## src/dpc_pkg.sv

```systemverilog
// shared constants and types of the digital loop core
// assumes a 32-bit apb master on the same clock as the core
package dpc_pkg;

  // -----------------------------------------------------------------
  // register map
  // -----------------------------------------------------------------
  localparam int unsigned DPC_ADDR_W = 12;
  localparam logic [DPC_ADDR_W-1:0] DPC_CTRL_OFS = 12'h000;
  localparam logic [DPC_ADDR_W-1:0] DPC_STATUS_OFS = 12'h004;
  localparam logic [DPC_ADDR_W-1:0] DPC_COUNT_OFS = 12'h008;

  // control register fields
  localparam int unsigned DPC_CTRL_MOD_LSB = 0;
  localparam int unsigned DPC_CTRL_MOD_W = 4;
  localparam int unsigned DPC_CTRL_EN_BIT = 4;
  localparam logic [3:0] DPC_MOD_RST = 4'h0;
  localparam logic DPC_EN_RST = 1'b0;

  // status register fields
  localparam int unsigned DPC_ST_XOR_BIT = 0;
  localparam int unsigned DPC_ST_EDGE_BIT = 1;
  localparam int unsigned DPC_ST_AD_BIT = 2;
  localparam int unsigned DPC_ST_DIR_BIT = 3;
  localparam int unsigned DPC_ST_CPEND_BIT = 4;
  localparam int unsigned DPC_ST_BPEND_BIT = 5;

  // -----------------------------------------------------------------
  // loop-filter counter and synchroniser layout
  // -----------------------------------------------------------------
  localparam int unsigned DPC_CNT_W = 17;
  localparam int unsigned DPC_MOD_OFFSET = 2;
  localparam logic [DPC_CNT_W-1:0] DPC_CNT_RST = 17'h0_0000;
  localparam int unsigned DPC_NSYNC = 6;
  localparam int unsigned DPC_SY_XREF = 0;
  localparam int unsigned DPC_SY_EREF = 1;
  localparam int unsigned DPC_SY_CMP = 2;
  localparam int unsigned DPC_SY_KCLK = 3;
  localparam int unsigned DPC_SY_IDCLK = 4;
  localparam int unsigned DPC_SY_DIR = 5;

  // add/delete stage states
  typedef enum logic [2:0] {
    DPC_AD_IDLE = 3'b000,
    DPC_AD_INS1 = 3'b001,
    DPC_AD_INS2 = 3'b010,
    DPC_AD_DEL1 = 3'b011,
    DPC_AD_DEL2 = 3'b100
  } dpc_ad_e;

  // apb request and answer carriers
  typedef struct packed {
    logic psel;
    logic penable;
    logic pwrite;
    logic [DPC_ADDR_W-1:0] paddr;
    logic [31:0] pwdata;
  } dpc_apb_req_s;

  typedef struct packed {
    logic pready;
    logic pslverr;
    logic [31:0] prdata;
  } dpc_apb_rsp_s;

endpackage : dpc_pkg

```

## src/dpc_core.sv

```systemverilog
// digital loop core: two phase detectors, loop-filter counter, add/delete
// assumes pclk at 40 MHz, all loop pins asynchronous to it and much slower
// assumes the apb master holds each request until pready is seen high
`timescale 1ns/1ps

// Function
// RL1: xor detector output high when its two inputs differ, low otherwise
// RL2: edge detector set by compare falling edge, cleared by reference falling edge
// RL3: all modulus selects low inhibits the loop-filter counter entirely
// RL4: select value n gives counter modulus two to the power n plus two
// RL5: all selects high makes the counter seventeen stages long
// RL6: controlling logic may change modulus select while running
// RL7: loop-filter counter advances on its own counter clock
// RL8: up-count wrap emits one carry pulse to the add/delete stage
// RL9: down-count wrap emits one borrow pulse to the add/delete stage
// RL10: outside logic routes chosen detector output to count direction
// RL11: without carries or borrows add/delete output is half its clock
// RL12: each carry or borrow adds or removes exactly one output pulse; a second pulse of one kind arriving while one waits merges into it
// RL13: add/delete clock runs at 2N times loop centre frequency
// RL14: outside logic supplies the divide-by-N feedback counter
// RL15: xor detector inputs should have fifty percent duty factor
// RL16: zero phase error gives square wave detector output
// RL17: carry inserts one output pulse, borrow deletes one
// RL18: counter samples direction and enable on its clock edge
// RL19: reset clears counter and add/delete state without external help
module dpc_core
  import dpc_pkg::*;
(
  input wire logic pclk, // core clock, 40 MHz
  input wire logic presetn, // asynchronous reset, active low
  input wire dpc_pkg::dpc_apb_req_s apb_req, // apb request
  output dpc_pkg::dpc_apb_rsp_s apb_rsp, // apb answer
  input wire logic xor_ref_in, // xor detector reference
  input wire logic edge_ref_in, // edge detector reference
  input wire logic compare_in, // feedback from divide-by-N
  input wire logic loop_filter_counter_clock, // counter clock pin
  input wire logic add_delete_clock, // add/delete clock pin
  input wire logic count_dir_in, // count direction, high counts down
  output logic xor_detector_out, // xor detector result
  output logic edge_detector_out, // edge detector result
  output logic add_delete_out, // add/delete stage output
  output logic carry_out, // one-cycle carry pulse
  output logic borrow_out // one-cycle borrow pulse
);
  import dpc_pkg::*;

  // -----------------------------------------------------------------
  // state
  // -----------------------------------------------------------------
  // synchroniser, detector, counter, add/delete and bus state in one record
  typedef struct packed {
    logic [DPC_NSYNC-1:0] sync1;
    logic [DPC_NSYNC-1:0] sync2;
    logic [DPC_NSYNC-1:0] prev;
    logic xor_out;
    logic edge_out;
    logic ad_out;
    logic carry;
    logic borrow;
    logic carry_pend;
    logic borrow_pend;
    logic dir_q;
    dpc_ad_e ad_st;
    logic [DPC_CNT_W-1:0] count;
    logic [DPC_CTRL_MOD_W-1:0] mod_sel;
    logic ctr_en;
    dpc_apb_rsp_s rsp;
  } dpc_state_s;

  dpc_state_s st;
  dpc_state_s next_st;

  // counter wrap value for a given select, all ones below the modulus
  function automatic logic [DPC_CNT_W-1:0] dpc_mask(input logic [3:0] n);
    logic [DPC_CNT_W:0] m;
    m = ((DPC_CNT_W+1)'(1) << (5'(n) + 5'(DPC_MOD_OFFSET))) - (DPC_CNT_W+1)'(1); // RL4 RL5
    // the extra top bit absorbs the shift, so n of 15 still yields seventeen ones
    return m[DPC_CNT_W-1:0];
  endfunction : dpc_mask

  // -----------------------------------------------------------------
  // combinational helpers
  // -----------------------------------------------------------------
  logic k_rise;
  logic id_rise;
  logic id_fall;
  logic cmp_fall;
  logic eref_fall;
  logic [DPC_CNT_W-1:0] mask;
  logic [DPC_CNT_W-1:0] cur;
  logic setup;
  logic access;
  logic mapped;
  logic [31:0] rdata;
  logic take_c;
  logic take_b;

  // edges are taken from the second stage only, never the first
  // prev trails the second stage by one cycle, so each edge lasts one cycle
  assign k_rise = st.sync2[DPC_SY_KCLK] & ~st.prev[DPC_SY_KCLK]; // RL7
  assign id_rise = st.sync2[DPC_SY_IDCLK] & ~st.prev[DPC_SY_IDCLK];
  assign id_fall = ~st.sync2[DPC_SY_IDCLK] & st.prev[DPC_SY_IDCLK];
  assign cmp_fall = ~st.sync2[DPC_SY_CMP] & st.prev[DPC_SY_CMP];
  assign eref_fall = ~st.sync2[DPC_SY_EREF] & st.prev[DPC_SY_EREF];
  assign mask = dpc_mask(st.mod_sel);
  // masking keeps the count in range after a live modulus change
  assign cur = st.count & mask; // RL6

  // apb decode
  // no wait states: pready follows every setup cycle by one clock
  assign setup = apb_req.psel & ~apb_req.penable;
  assign access = apb_req.psel & apb_req.penable & st.rsp.pready;
  assign mapped = (apb_req.paddr == DPC_CTRL_OFS) | (apb_req.paddr == DPC_STATUS_OFS)
                  | (apb_req.paddr == DPC_COUNT_OFS);

  // read mux, unused bits read as zero
  // the word is captured in setup, so a later pin change cannot tear it
  always_comb
  begin
    rdata = 32'h0000_0000;
    case (apb_req.paddr)
      DPC_CTRL_OFS:
      begin
        rdata[DPC_CTRL_MOD_LSB +: DPC_CTRL_MOD_W] = st.mod_sel;
        rdata[DPC_CTRL_EN_BIT] = st.ctr_en;
      end
      DPC_STATUS_OFS:
      begin
        rdata[DPC_ST_XOR_BIT] = st.xor_out;
        rdata[DPC_ST_EDGE_BIT] = st.edge_out;
        rdata[DPC_ST_AD_BIT] = st.ad_out;
        rdata[DPC_ST_DIR_BIT] = st.dir_q;
        rdata[DPC_ST_CPEND_BIT] = st.carry_pend;
        rdata[DPC_ST_BPEND_BIT] = st.borrow_pend;
      end
      DPC_COUNT_OFS:
      begin
        rdata[DPC_CNT_W-1:0] = st.count;
      end
      default:
      begin
        rdata = 32'h0000_0000;
      end
    endcase
  end

  // -----------------------------------------------------------------
  // next state
  // -----------------------------------------------------------------
  always_comb
  begin
    next_st = st;
    take_c = 1'b0;
    take_b = 1'b0;

    // two-stage synchronisers for every loop pin
    // limitation: pin pulses shorter than one pclk cycle may be missed
    next_st.sync1[DPC_SY_XREF] = xor_ref_in;
    next_st.sync1[DPC_SY_EREF] = edge_ref_in;
    next_st.sync1[DPC_SY_CMP] = compare_in;
    next_st.sync1[DPC_SY_KCLK] = loop_filter_counter_clock;
    next_st.sync1[DPC_SY_IDCLK] = add_delete_clock;
    next_st.sync1[DPC_SY_DIR] = count_dir_in;
    next_st.sync2 = st.sync1;
    next_st.prev = st.sync2;

    // xor detector, square wave at quarter-cycle offset
    next_st.xor_out = st.sync2[DPC_SY_XREF] ^ st.sync2[DPC_SY_CMP]; // RL1 RL16

    // edge detector; rising edges leave it alone
    if (cmp_fall)
    begin
      next_st.edge_out = 1'b1; // RL2 RL16
    end
    else if (eref_fall)
    begin
      next_st.edge_out = 1'b0; // RL2
    end

    // loop-filter counter, pulses last one pclk cycle
    // wrap checks use the masked count so a shrunk modulus wraps within its own range
    next_st.carry = 1'b0;
    next_st.borrow = 1'b0;
    if (k_rise)
    begin
      next_st.dir_q = st.sync2[DPC_SY_DIR]; // RL18
    end
    if (k_rise && st.ctr_en && (st.mod_sel != DPC_MOD_RST)) // RL3 RL18
    begin
      if (st.sync2[DPC_SY_DIR])
      begin
        if (cur == '0)
        begin
          next_st.count = mask;
          next_st.borrow = 1'b1; // RL9
        end
        else
        begin
          next_st.count = cur - 17'h0_0001;
        end
      end
      else
      begin
        if (cur == mask)
        begin
          next_st.count = '0;
          next_st.carry = 1'b1; // RL8
        end
        else
        begin
          next_st.count = cur + 17'h0_0001;
        end
      end
    end

    // add/delete stage: toggles on each rising clock edge except while deleting
    // one correction at a time; a second pulse waiting merges into its flag
    case (st.ad_st)
      DPC_AD_IDLE:
      begin
        if (id_rise)
        begin
          next_st.ad_out = ~st.ad_out; // RL11
        end
        // carry served before borrow when both wait
        if (st.carry_pend)
        begin
          take_c = 1'b1;
          next_st.ad_st = DPC_AD_INS1;
        end
        else if (st.borrow_pend)
        begin
          take_b = 1'b1;
          next_st.ad_st = DPC_AD_DEL1;
        end
      end
      DPC_AD_INS1:
      begin
        // extra toggles on falling edges add one whole pulse
        if (id_rise || id_fall)
        begin
          next_st.ad_out = ~st.ad_out; // RL12 RL17
        end
        if (id_fall)
        begin
          next_st.ad_st = DPC_AD_INS2;
        end
      end
      DPC_AD_INS2:
      begin
        if (id_rise || id_fall)
        begin
          next_st.ad_out = ~st.ad_out; // RL12 RL17
        end
        if (id_fall)
        begin
          next_st.ad_st = DPC_AD_IDLE;
        end
      end
      DPC_AD_DEL1:
      begin
        // two skipped toggles remove one whole pulse
        if (id_rise)
        begin
          next_st.ad_st = DPC_AD_DEL2; // RL12 RL17
        end
      end
      DPC_AD_DEL2:
      begin
        if (id_rise)
        begin
          next_st.ad_st = DPC_AD_IDLE; // RL12 RL17
        end
      end
      default:
      begin
        next_st.ad_st = DPC_AD_IDLE;
      end
    endcase

    // a new pulse wins over the take in the same cycle
    next_st.carry_pend = (st.carry_pend & ~take_c) | st.carry; // RL12
    next_st.borrow_pend = (st.borrow_pend & ~take_b) | st.borrow; // RL12

    // apb slave: answer registered in setup, seen in first access cycle
    next_st.rsp.pready = setup;
    next_st.rsp.pslverr = setup & ~mapped;
    if (setup)
    begin
      next_st.rsp.prdata = apb_req.pwrite ? 32'h0000_0000 : rdata;
    end
    // writes land at the access edge only; status and count are read-only
    if (access && apb_req.pwrite && (apb_req.paddr == DPC_CTRL_OFS))
    begin
      next_st.mod_sel = apb_req.pwdata[DPC_CTRL_MOD_LSB +: DPC_CTRL_MOD_W]; // RL6
      next_st.ctr_en = apb_req.pwdata[DPC_CTRL_EN_BIT];
    end
  end

  // -----------------------------------------------------------------
  // state register
  // -----------------------------------------------------------------
  // reset stands in for the power-on clear
  // one struct keeps every flop under a single register process
  always_ff @(posedge pclk or negedge presetn)
  begin
    if (!presetn)
    begin
      st.sync1 <= '0;
      st.sync2 <= '0;
      st.prev <= '0;
      st.xor_out <= 1'b0;
      st.edge_out <= 1'b0;
      st.ad_out <= 1'b0; // RL19
      st.carry <= 1'b0;
      st.borrow <= 1'b0;
      st.carry_pend <= 1'b0;
      st.borrow_pend <= 1'b0;
      st.dir_q <= 1'b0;
      st.ad_st <= DPC_AD_IDLE; // RL19
      st.count <= DPC_CNT_RST; // RL19
      st.mod_sel <= DPC_MOD_RST;
      st.ctr_en <= DPC_EN_RST;
      st.rsp <= '0;
    end
    else
    begin
      st <= next_st;
    end
  end

  // -----------------------------------------------------------------
  // outputs
  // -----------------------------------------------------------------
  // outputs straight from flops
  assign apb_rsp = st.rsp;
  assign xor_detector_out = st.xor_out;
  assign edge_detector_out = st.edge_out;
  assign add_delete_out = st.ad_out;
  assign carry_out = st.carry;
  assign borrow_out = st.borrow;

endmodule : dpc_core

```

## config.mk

```make
export PLATFORM = sky130hd
export DESIGN_NAME = dpc_core
export DESIGN_NICKNAME = d
export VERILOG_FILES = /design/src/dpc_pkg.sv /design/src/dpc_core.sv
export SDC_FILE = /design/constraint.sdc
export NUM_CORES = 1
export LEC_CHECK = 0
export BUFFER_PORTS_ARGS = -buffer_cell sky130_fd_sc_hd__buf_2
export CAP_MARGIN = 15
export CORE_MARGIN = 2
export CORE_UTILIZATION = 51
export CTS_CLUSTER_DIAMETER = 100
export DETAILED_ROUTE_END_ITERATION = 10
export GPL_TIMING_DRIVEN = 0
export PLACE_DENSITY = 0.79
export SKIP_LAST_GASP = 1
export SLEW_MARGIN = 20
export SYNTH_ARGS = -nofsm -noshare
export SYNTH_HDL_FRONTEND = slang
export SYNTH_SLANG_ARGS = --single-unit
```

## constraint.sdc

```tcl
create_clock -name pclk -period 3.75 [get_ports pclk]
set_input_delay 0.375 -clock pclk [delete_from_list [all_inputs] [get_ports pclk]]
set_output_delay 0.375 -clock pclk [all_outputs]
set_load 0.02 [all_outputs]
```

# After elaboration in Yosys (flattened, before gate mapping)

Cells that the tools add are included.
W data, S select, Z words.

Flip-flop bits (word level): 84
Input bits: 55

Eq/ne operators: 14
Reductions and logical operators: 14
Shift-type cells: 1
Add/subtract/negate cells: 4
Bitwise gates (word level): 27
Mux-type cells: 29

Operator list:

| operator                | count |
|---|---|
| $mux W17                | 4 |
| $mux W3                 | 6 |
| $add A17 B1 Y17 const B | 1 |
| $and A17 B17 Y17        | 1 |
| $eq A17 B17 Y1          | 1 |
| $logic_not A17 Y1       | 1 |
| $shl A1 B5 Y17 const A  | 1 |
| $sub A17 B1 Y17 const B | 1 |
| $sub A17 B2 Y17 const B | 1 |
| $pmux W3 S5             | 1 |
| $pmux W5 S3             | 1 |
| $mux W1                 | 13 |
| $eq A12 B3 Y1 const B   | 1 |
| $eq A12 B4 Y1 const B   | 1 |
| $logic_not A12 Y1       | 1 |
| $and A1 B1 Y1           | 11 |
| $mux W11                | 1 |
| $ne A2 B2 Y1 const B    | 5 |
| $not A1 Y1              | 10 |
| $eq A3 B2 Y1 const B    | 2 |
| $add A4 B2 Y5 const B   | 1 |
| $reduce_and A5 Y1       | 1 |
| $logic_and A1 B1 Y1     | 4 |
| $or A1 B1 Y1            | 4 |
| 13 further kinds        | 15 |

# Longest topological paths before layout

Gate-level depths: netlist (run 1).

Word-level depth: 8
Gate-level depth with buffers: 18
Gate-level depth less buffers: 14

# Worst setup path after synthesis (run 1)

OpenSTA, ideal clock, no wires.

Kind: register to register
Start point: reg st[36] (netlist name)
End point: reg st[46] (netlist name)
Setup time: 0.126 ns
Cell stages (with the launch flop): 17
Clock period less this slack: 3.971 ns
Required time: 3.624 ns
Arrival: 3.845 ns
Slack: -0.221 ns
Cell sequence: dfrtp_1 ha_1 buf_4 or2_2 o21ai_1 buf_2 nand3_1 ha_1 and3b_1 a31o_1 o31ai_4 nand4_2 or4_1 buf_2 o311ai_2 o31ai_1 a221o_1

Word-level cells in the longest chain between the ends: 7
Elaborated cells on any way between the ends: 13
Those cells by class: add/sub (4); eq/ne (1); shift (1); mux (3); bitwise (1); reduce/logical (3)

Ends and longest elaborated chain:

| item                                          | line                             | text |
|---|---|---|
| from (decl)                                   | dpc_core.sv:70                   | `dpc_state_s st;` |
| from (signal assigned)                        | dpc_core.sv:328                  | `st <= next_st;` |
| $add A4 B2 Y5                                 | dpc_core.sv:76                   | `m = ((DPC_CNT_W+1)'(1) << (5'(n) + 5'(DPC_MOD_OFFSET))) - (DPC_CNT_W+1)'(1);` |
| $shl A1 B5 Y17                                | dpc_core.sv:76                   |  |
| $sub A17 B2 Y17                               | dpc_core.sv:76                   |  |
| $and A17 B17 Y17                              | dpc_core.sv:107                  | `assign cur = st.count & mask;` |
| $add A17 B1 Y17, or another cell as far along | dpc_core.sv:211                  | `next_st.count = cur + 17'h0_0001;` |
| $mux W17 (on tied branches)                   | dpc_core.sv:204, dpc_core.sv:192 |  |
| $mux W17                                      | dpc_core.sv:190                  | `if (st.sync2[DPC_SY_DIR])` |

Several ways; a longest one is shown, not always the timed one.
A chain may end at the register's enable or synchronous reset.

# Worst setup path in the final report (run 1)

Start point: reg st[36] (netlist name)
End point: reg st[45] (netlist name)

Same word-level chain as after synthesis.

==> run_results.csv, run 1 <==
group,metric,value,unit
placed_design,place_area,5540,sq um
detailed_routing,postRouteAntennaNets,0,
placed_design,post-place-ws,-0.867,ns
setup_path,arrival,4.03,ns
floorplanning,die_h,103,um
min_path,hold_path.class,"input pin to flop",
placed_design,port_buffers,51,
floorplanning,coreArea,9590,sq um
timing,slew_headroom,34.0,%
detailed_routing,vias,5011,
run,maxCapViolations,0,
logic_synthesis,synth_cell_types,85,
timing,clock.fmax,0.266,GHz
floorplanning,initial_core_util,51.7,%
detailed_routing,wire_per_inst,20.3,um
grt,antenna_found_initial,0,
clock_network,clock-sinks,68,
clock_network,clk_path_buf_depth,2,
setup_path,crit_fanout,10,
floorplanning,die_w,103,um
grt,grt-ovfl-total,0,
logic_synthesis,synth_top_area_cell,"dfrtp_1",
setup_path,r2r_slack,-0.01,ns
logic_synthesis,synth_edf_count,0,
setup_path,worstSetupStartpointType,"flop",
cells_and_area,synthToLayoutAreaGrowth,26.2,%
timing,period_share,100,%
logic_synthesis,seq_area_frac_synth,34.3,%
logic_synthesis,ys.flop_type,"dfrtp_1",
logic_synthesis,syn_area_per_cell,8.75,sq um
detailed_routing,drc_errors,0,
timing,post-route-min-period,3.76,ns
cells_and_area,drive_above_1_share,30.5,%
grt,track_usage,32.2,%
detailed_routing,drtIter0Drc,396,
grt,grt_max_degree,52,
grt,grt_pass1_vias,4705,
floorplanning,rows,36,
clock_network,numCtsBuffers,9,
detailed_routing,drt_first_pass_iters,6,
detailed_routing,vias_per_cell,6.16,
logic_synthesis,postSynthCellCount,567,
detailed_routing,dr_wl_met3,1340,um
floorplanning,floorplan.die_area,10500,sq um
cells_and_area,final_area,6260,sq um
clock_network,cts_root_buf,"clkbuf_8",
floorplanning,ios,94,
power_and_ir_drop,p_leak,0.00282,uW
cells_and_area,antenna_cells,0,
timing,finalClockSkew,0.0252,ns
detailed_routing,wl_met2,7370,um
timing,rsz0062_at_grt,"true",
outcome,violations,"setup timing",
setup_path,critPathCaptureType,"flop",
clock_network,cts.htree.levels,3,
clock_network,clk_pin_slew_worst_paths,0.08,ns
clock_network,cts_tree,"done",
timing,maxSlewViolCount,0,
power_and_ir_drop,p_per_area,264,nW/um^2
timing,setup_ws,-0.0118,ns
detailed_routing,top_layer,"met4",
timing,tightest_slew,0.982,ns
logic_synthesis,ys_top_cells_by_area,"dfrtp_1 34%, buf_4 5.3%, nand2_1 3.9%, a22o_1 2.8%, nor2_1 2.7%",
logic_synthesis,synthArstFlopShare,100,%
logic_synthesis,synth_top_area_share,34.3,%
timing,setup_violations,3,
timing,hold_viol,0,
logic_synthesis,synth_most_common_cell,"dfrtp_1",
power_and_ir_drop,ir_drop,0.000201,V
grt,grt_pass1_wl,25700,um
placed_design,gp_congestion,0.990,
clock_network,clock_latency,0.38,ns
outcome,status,"finished, violations left",
logic_synthesis,syn_area,4960,sq um
timing,hold_slack,0.107,ns
detailed_routing,wl_met1,7030,um
logic_synthesis,synth_warnings,0,
detailed_routing,drt_wl_total,16500,um
logic_synthesis,ys_ff_latch,68,
logic_synthesis,post_synth_most_frequent_cells,"68 x dfrtp_1, 51 x nand2_1, 36 x nor2_1, 35 x buf_4, 27 x o21ai_0",
setup_path,criticalPathCategory,"flop to flop",
cells_and_area,fin_nets,737,
setup_path,crit_required,4.02,ns
placed_design,dpl.hpwl,11800,um
[per-layer routing]
layer	GRT usage [%]	vias to the layer above
met4	14.7	0
met5	0	-
met2	48.6	272
met3	5.42	73
met1	45.4	2397
li1	-	2269
[cells by family after synthesis]
kind of cell,Yosys count,share of synthesized area [%]
simple gates,210,22.9
mux,14,2.95
flops,68,34.3
compound gates,154,23.3
xor+xnor,25,4.79
fa+ha+maj,6,1.51
other cells,1,0.0756
buf+inv,89,10.2
[worst max-delay path: stages, from the launching register on]
cell	delay [ns]
dfrtp_2	0.43
ha_4	0.28
buf_12	0.14
nor3b_4	0.23
o21ai_4	0.11
ha_4	0.21
or3_4	0.42
a2111oi_0	0.60
a2111oi_0	0.18
o221ai_1	0.16
a2111oi_2	0.08
a21oi_2	0.23
buf_2	0.31
a21oi_1	0.12
a22oi_1	0.18
[power by group]
group | internal [uW] | switching (uW)
logic | 91.2 | 147
clock network | 308 | 323
registers | 766 | 19.4
total | 1160 | 489
[placed cells by master (no fill, tap or decap), types with 4 or more instances in the layout]
master,instances
buf_4,67
dfrtp_1,67
buf_2,55
nand2_1,49
nor2_1,33
o21ai_0,26
nand3_1,20
inv_1,19
a21oi_1,19
nor3_1,17
clkbuf_1,16
a22o_1,16
conb_1,15
nand4_1,14
nand2b_1,12
xnor2_1,12
xor2_1,11
mux2i_1,9
clkbuf_8,9
or3_1,7
a21o_1,6
nor2_4,5
nor3b_1,5
and2_1,5
a31oi_1,5
a211oi_1,5
mux2_2,5
a22oi_1,5
nor2b_1,4
o22ai_1,4
and4_1,4
nor4_1,4
o31ai_1,4
ha_1,4
[worst paths after layout]
kind,from,endpoint,cells after the start
max in group asynchronous,presetn,st[36],3
hold reg to reg,next_st[78],next_st[72],0
min in group asynchronous,presetn,st[52],2
setup reg to reg,st[36],st[45],14
hold / removal,add_delete_clock,next_st[77],1
setup / recovery,st[36],st[45],14
[sequential cells by signal, indices dropped and copies added (netlist names)]
| signal | cells |
|---|---|
| apb_rsp | 19 |
| edge_detector_out | 1 |
| next_st | 12 |
| add_delete_out | 1 |
| xor_detector_out | 1 |
| borrow_out | 1 |
| st | 32 |
| carry_out | 1 |
[area by class of cell]
class / count / area (sq um)
fill: 810 / 3330
multi-input combinational: 424 / 3070
sequential: 68 / 1700
timing repair buffer: 86 / 593
buffer: 66 / 458
tap: 133 / 166
clock buffer: 10 / 128
inverter: 21 / 81.3
clock inverter: 6 / 63.8
[per-stage QoR]
step	instances	setup TNS (ns)	utilization [%]	total power (uW)
after floorplan	581	0	-	957
after global placement	765	-11.02	57.5	1020
after detailed placement	766	-11.88	57.8	1040
after CTS	802	-0.0254	63.1	1650
after global routing	814	-0.688	65.3	1720
final	814	-0.0214	65.3	1650
[repair_timing]
| action | CTS | global route |
|---|---|---|
| endpoints found under the setup margin | 19 | 17 |
| resized for setup | 29 | 25 |
| pin swaps | 15 | 16 |
| hold endpoints to repair | 17 | 0 |
| hold buffers | 1 | 0 |
| gates cloned | 1 | 0 |
| buffers inserted | 20 | 12 |
No activity file was read; power rests on OpenSTA's default activity.
==> run 2: changes to the inputs <==
Settings changed: CORE_UTILIZATION 51 to 50, PLACE_DENSITY 0.79 to 0.78.
==> run 2 against run 1 <==
- the run still ends with setup timing left
- clock skew down 0.0088 ns
- die area up 1.9%
- hold slack better by 0.0054 ns
- flip-flop and latch count unchanged
- sequential share of layout area fell by 0.49 points
- critical path type unchanged
- largest cell class unchanged
- highest routed layer unchanged
==> run_results.csv, run 2 (synthesized netlist as in run 1, its figures left out) <==
group,metric,value,unit
timing,setup_ws,-0.0418,ns
detailed_routing,drc_errors,0,
detailed_routing,wl_met1,6790,um
cells_and_area,drive_above_1_share,32.4,%
timing,period_share,101,%
run,maxCapViolations,0,
floorplanning,rows,36,
cells_and_area,largest_reg_flops,32,
outcome,status,"finished, violations left",
grt,grt_max_degree,38,
floorplanning,ios,94,
detailed_routing,top_layer,"met4",
grt,track_usage,30.3,%
setup_path,cpPeakStageDelay,0.63,ns
min_path,hold_path.class,"input pin to flop",
power_and_ir_drop,p_leak,0.00289,uW
floorplanning,initial_core_util,51.2,%
detailed_routing,wire_per_inst,20.0,um
timing,finalClockSkew,0.0164,ns
timing,hold_slack,0.113,ns
detailed_routing,drt_first_pass_iters,5,
cells_and_area,antenna_cells,0,
clock_network,clk_pin_slew_worst_paths,0.08,ns
setup_path,critPathCaptureType,"flop",
timing,rsz0062_at_grt,"true",
placed_design,port_buffers,51,
detailed_routing,postRouteAntennaNets,0,
timing,hold_viol,0,
grt,antenna_found_initial,0,
placed_design,dpl.hpwl,11800,um
cells_and_area,multiInputGateArea,3120,sq um
floorplanning,die_w,104,um
power_and_ir_drop,seq_power_share,48.8,%
detailed_routing,dr_wl_met3,1490,um
power_and_ir_drop,p_per_area,253,nW/um^2
cells_and_area,layout_common_cells,"82 x buf_4, 67 x dfrtp_1, 54 x buf_2, 48 x nand2_1, 32 x nor2_1",
cells_and_area,synthToLayoutAreaGrowth,28.5,%
setup_path,criticalPathCategory,"flop to flop",
setup_path,worstSetupStartpointType,"flop",
grt,grt_pass1_vias,4761,
setup_path,cp_top_family,"compound AO/OA/AOI/OAI gates",
detailed_routing,wl_met2,7420,um
power_and_ir_drop,clkPwrFrac,36.4,%
cells_and_area,final_common_cell,"buf_4",
grt,grt_pass1_wl,25700,um
power_and_ir_drop,swShare,28.1,%
detailed_routing,vias,5085,
placed_design,gp_congestion,1.00,
setup_path,arrival,4.02,ns
setup_path,cpMostUsedCell,"ha_4",
clock_network,clock-sinks,68,
clock_network,numCtsBuffers,9,
setup_path,slowest_stage,"or4_4",
setup_path,crit_required,3.97,ns
clock_network,cts_tree,"done",
timing,clock.fmax,0.264,GHz
power_and_ir_drop,switching_power,452,uW
cells_and_area,utilization,65.8,%
timing,setup_violations,1,
clock_network,clk_path_buf_depth,2,
cells_and_area,ff_latch_area,1700,sq um
clock_network,cts.htree.levels,3,
power_and_ir_drop,p_int,1160,uW
detailed_routing,drtIter0Drc,433,
clock_network,cts_root_buf,"clkbuf_8",
power_and_ir_drop,ir_drop,0.000241,V
timing,slew_headroom,37.6,%
setup_path,critPathBufInv,2,
setup_path,crit_chain,"ha_4 > buf_12 > nor3b_4 > o21ai_4 > ha_4 > buf_8 > nand2_4 > nor2_4 > o41ai_4 > nand3_4 > or4_4 > o311ai_2 > o31ai_1 > a221o_1",
floorplanning,floorplan.die_area,10700,sq um
timing,tightest_slew,0.928,ns
detailed_routing,vias_per_cell,6.15,
cells_and_area,largest-register,"st",
clock_network,clock_latency,0.36,ns
detailed_routing,drt_wl_total,16500,um
grt,grt-ovfl-total,0,
setup_path,crit_fanout,7,
outcome,violations,"setup timing",
floorplanning,coreArea,9680,sq um
timing,fin_tns_setup,-0.0418,ns
timing,post-route-min-period,3.79,ns
floorplanning,die_h,104,um
cells_and_area,fillers,790,
cells_and_area,fin_nets,751,
timing,maxSlewViolCount,0,
power_and_ir_drop,p_comb_share,14.8,%
==> run 2: cell count changes in the layout (fill, tap and decap cells not counted), sizes merged <==
| cell | before | now |
|---|---|---|
| clkinvlp | 2 | 0 |
| clkinv | 3 | 6 |
| inv | 21 | 19 |
| buf | 133 | 148 |
| bufbuf | 1 | 0 |
==> run 2: worst reg2reg max path: stages (launching register included) <==
cell,delay [ns]
dfrtp_2,0.43
ha_4,0.28
buf_12,0.14
nor3b_4,0.23
o21ai_4,0.11
ha_4,0.20
buf_8,0.15
nand2_4,0.08
nor2_4,0.05
o41ai_4,0.46
nand3_4,0.20
or4_4,0.63
o311ai_2,0.24
o31ai_1,0.14
a221o_1,0.32
==> run 2: final cells by class <==
class	instances	share of cell area [%]
Tap cell	133	2.61
Clock buffer	10	2.00
Buffer	66	7.22
Multi-Input combinational cell	424	49.0
Timing Repair Buffer	100	10.4
Clock inverter	5	0.844
Inverter	21	1.26
Sequential cell	68	26.7
==> run 2: power by group through the flow <==
stage	sequential (uW)	combinational [uW]	clock (uW)
2_1_floorplan	805	152	0
3_3_place_gp	798	219	0
3_5_place_dp	800	232	0
4_1_cts	786	237	595
5_1_grt	788	271	630
6_report	786	239	586
==> run 2: worst paths after layout <==
kind	depth (start not counted)	slack, ns	end	start
hold reg to reg	0	0.35	next_st[71]	next_st[77]
setup / recovery	14	-0.04	st[46]	st[36]
min in group asynchronous	2	0.50	next_st[71]	presetn
max in group asynchronous	3	2.69	st[40]	presetn
setup reg to reg	14	-0.04	st[46]	st[36]
hold / removal	1	0.11	next_st[78]	count_dir_in
==> run 2: per-layer routing <==
layer,track usage (%),vias to the layer above
met1,40.4,2422
met4,16.3,0
li1,-,2298
met3,4.91,68
met5,0,-
met2,47.3,297
==> run 2: timing repair <==
action | 4_1_cts | 5_1_grt
gates resized for setup | 26 | 39
hold buffers | 1 | 0
buffers inserted | 28 | 20
setup endpoints to repair | 18 | 17
hold endpoints to repair | 31 | 0
pin swaps | 15 | 21
==> run 2: per-stage QoR <==
step	instances	instance area [sq um]	setup slack, ns	power (uW)
CTS	809	6070	-0.0878	1620
detailed placement	766	5540	-0.793	1030
global route	827	6370	-0.0854	1690
global placement	765	5510	-0.859	1020
floorplan	581	5090	0.00657	957
finish	827	6370	-0.0418	1610
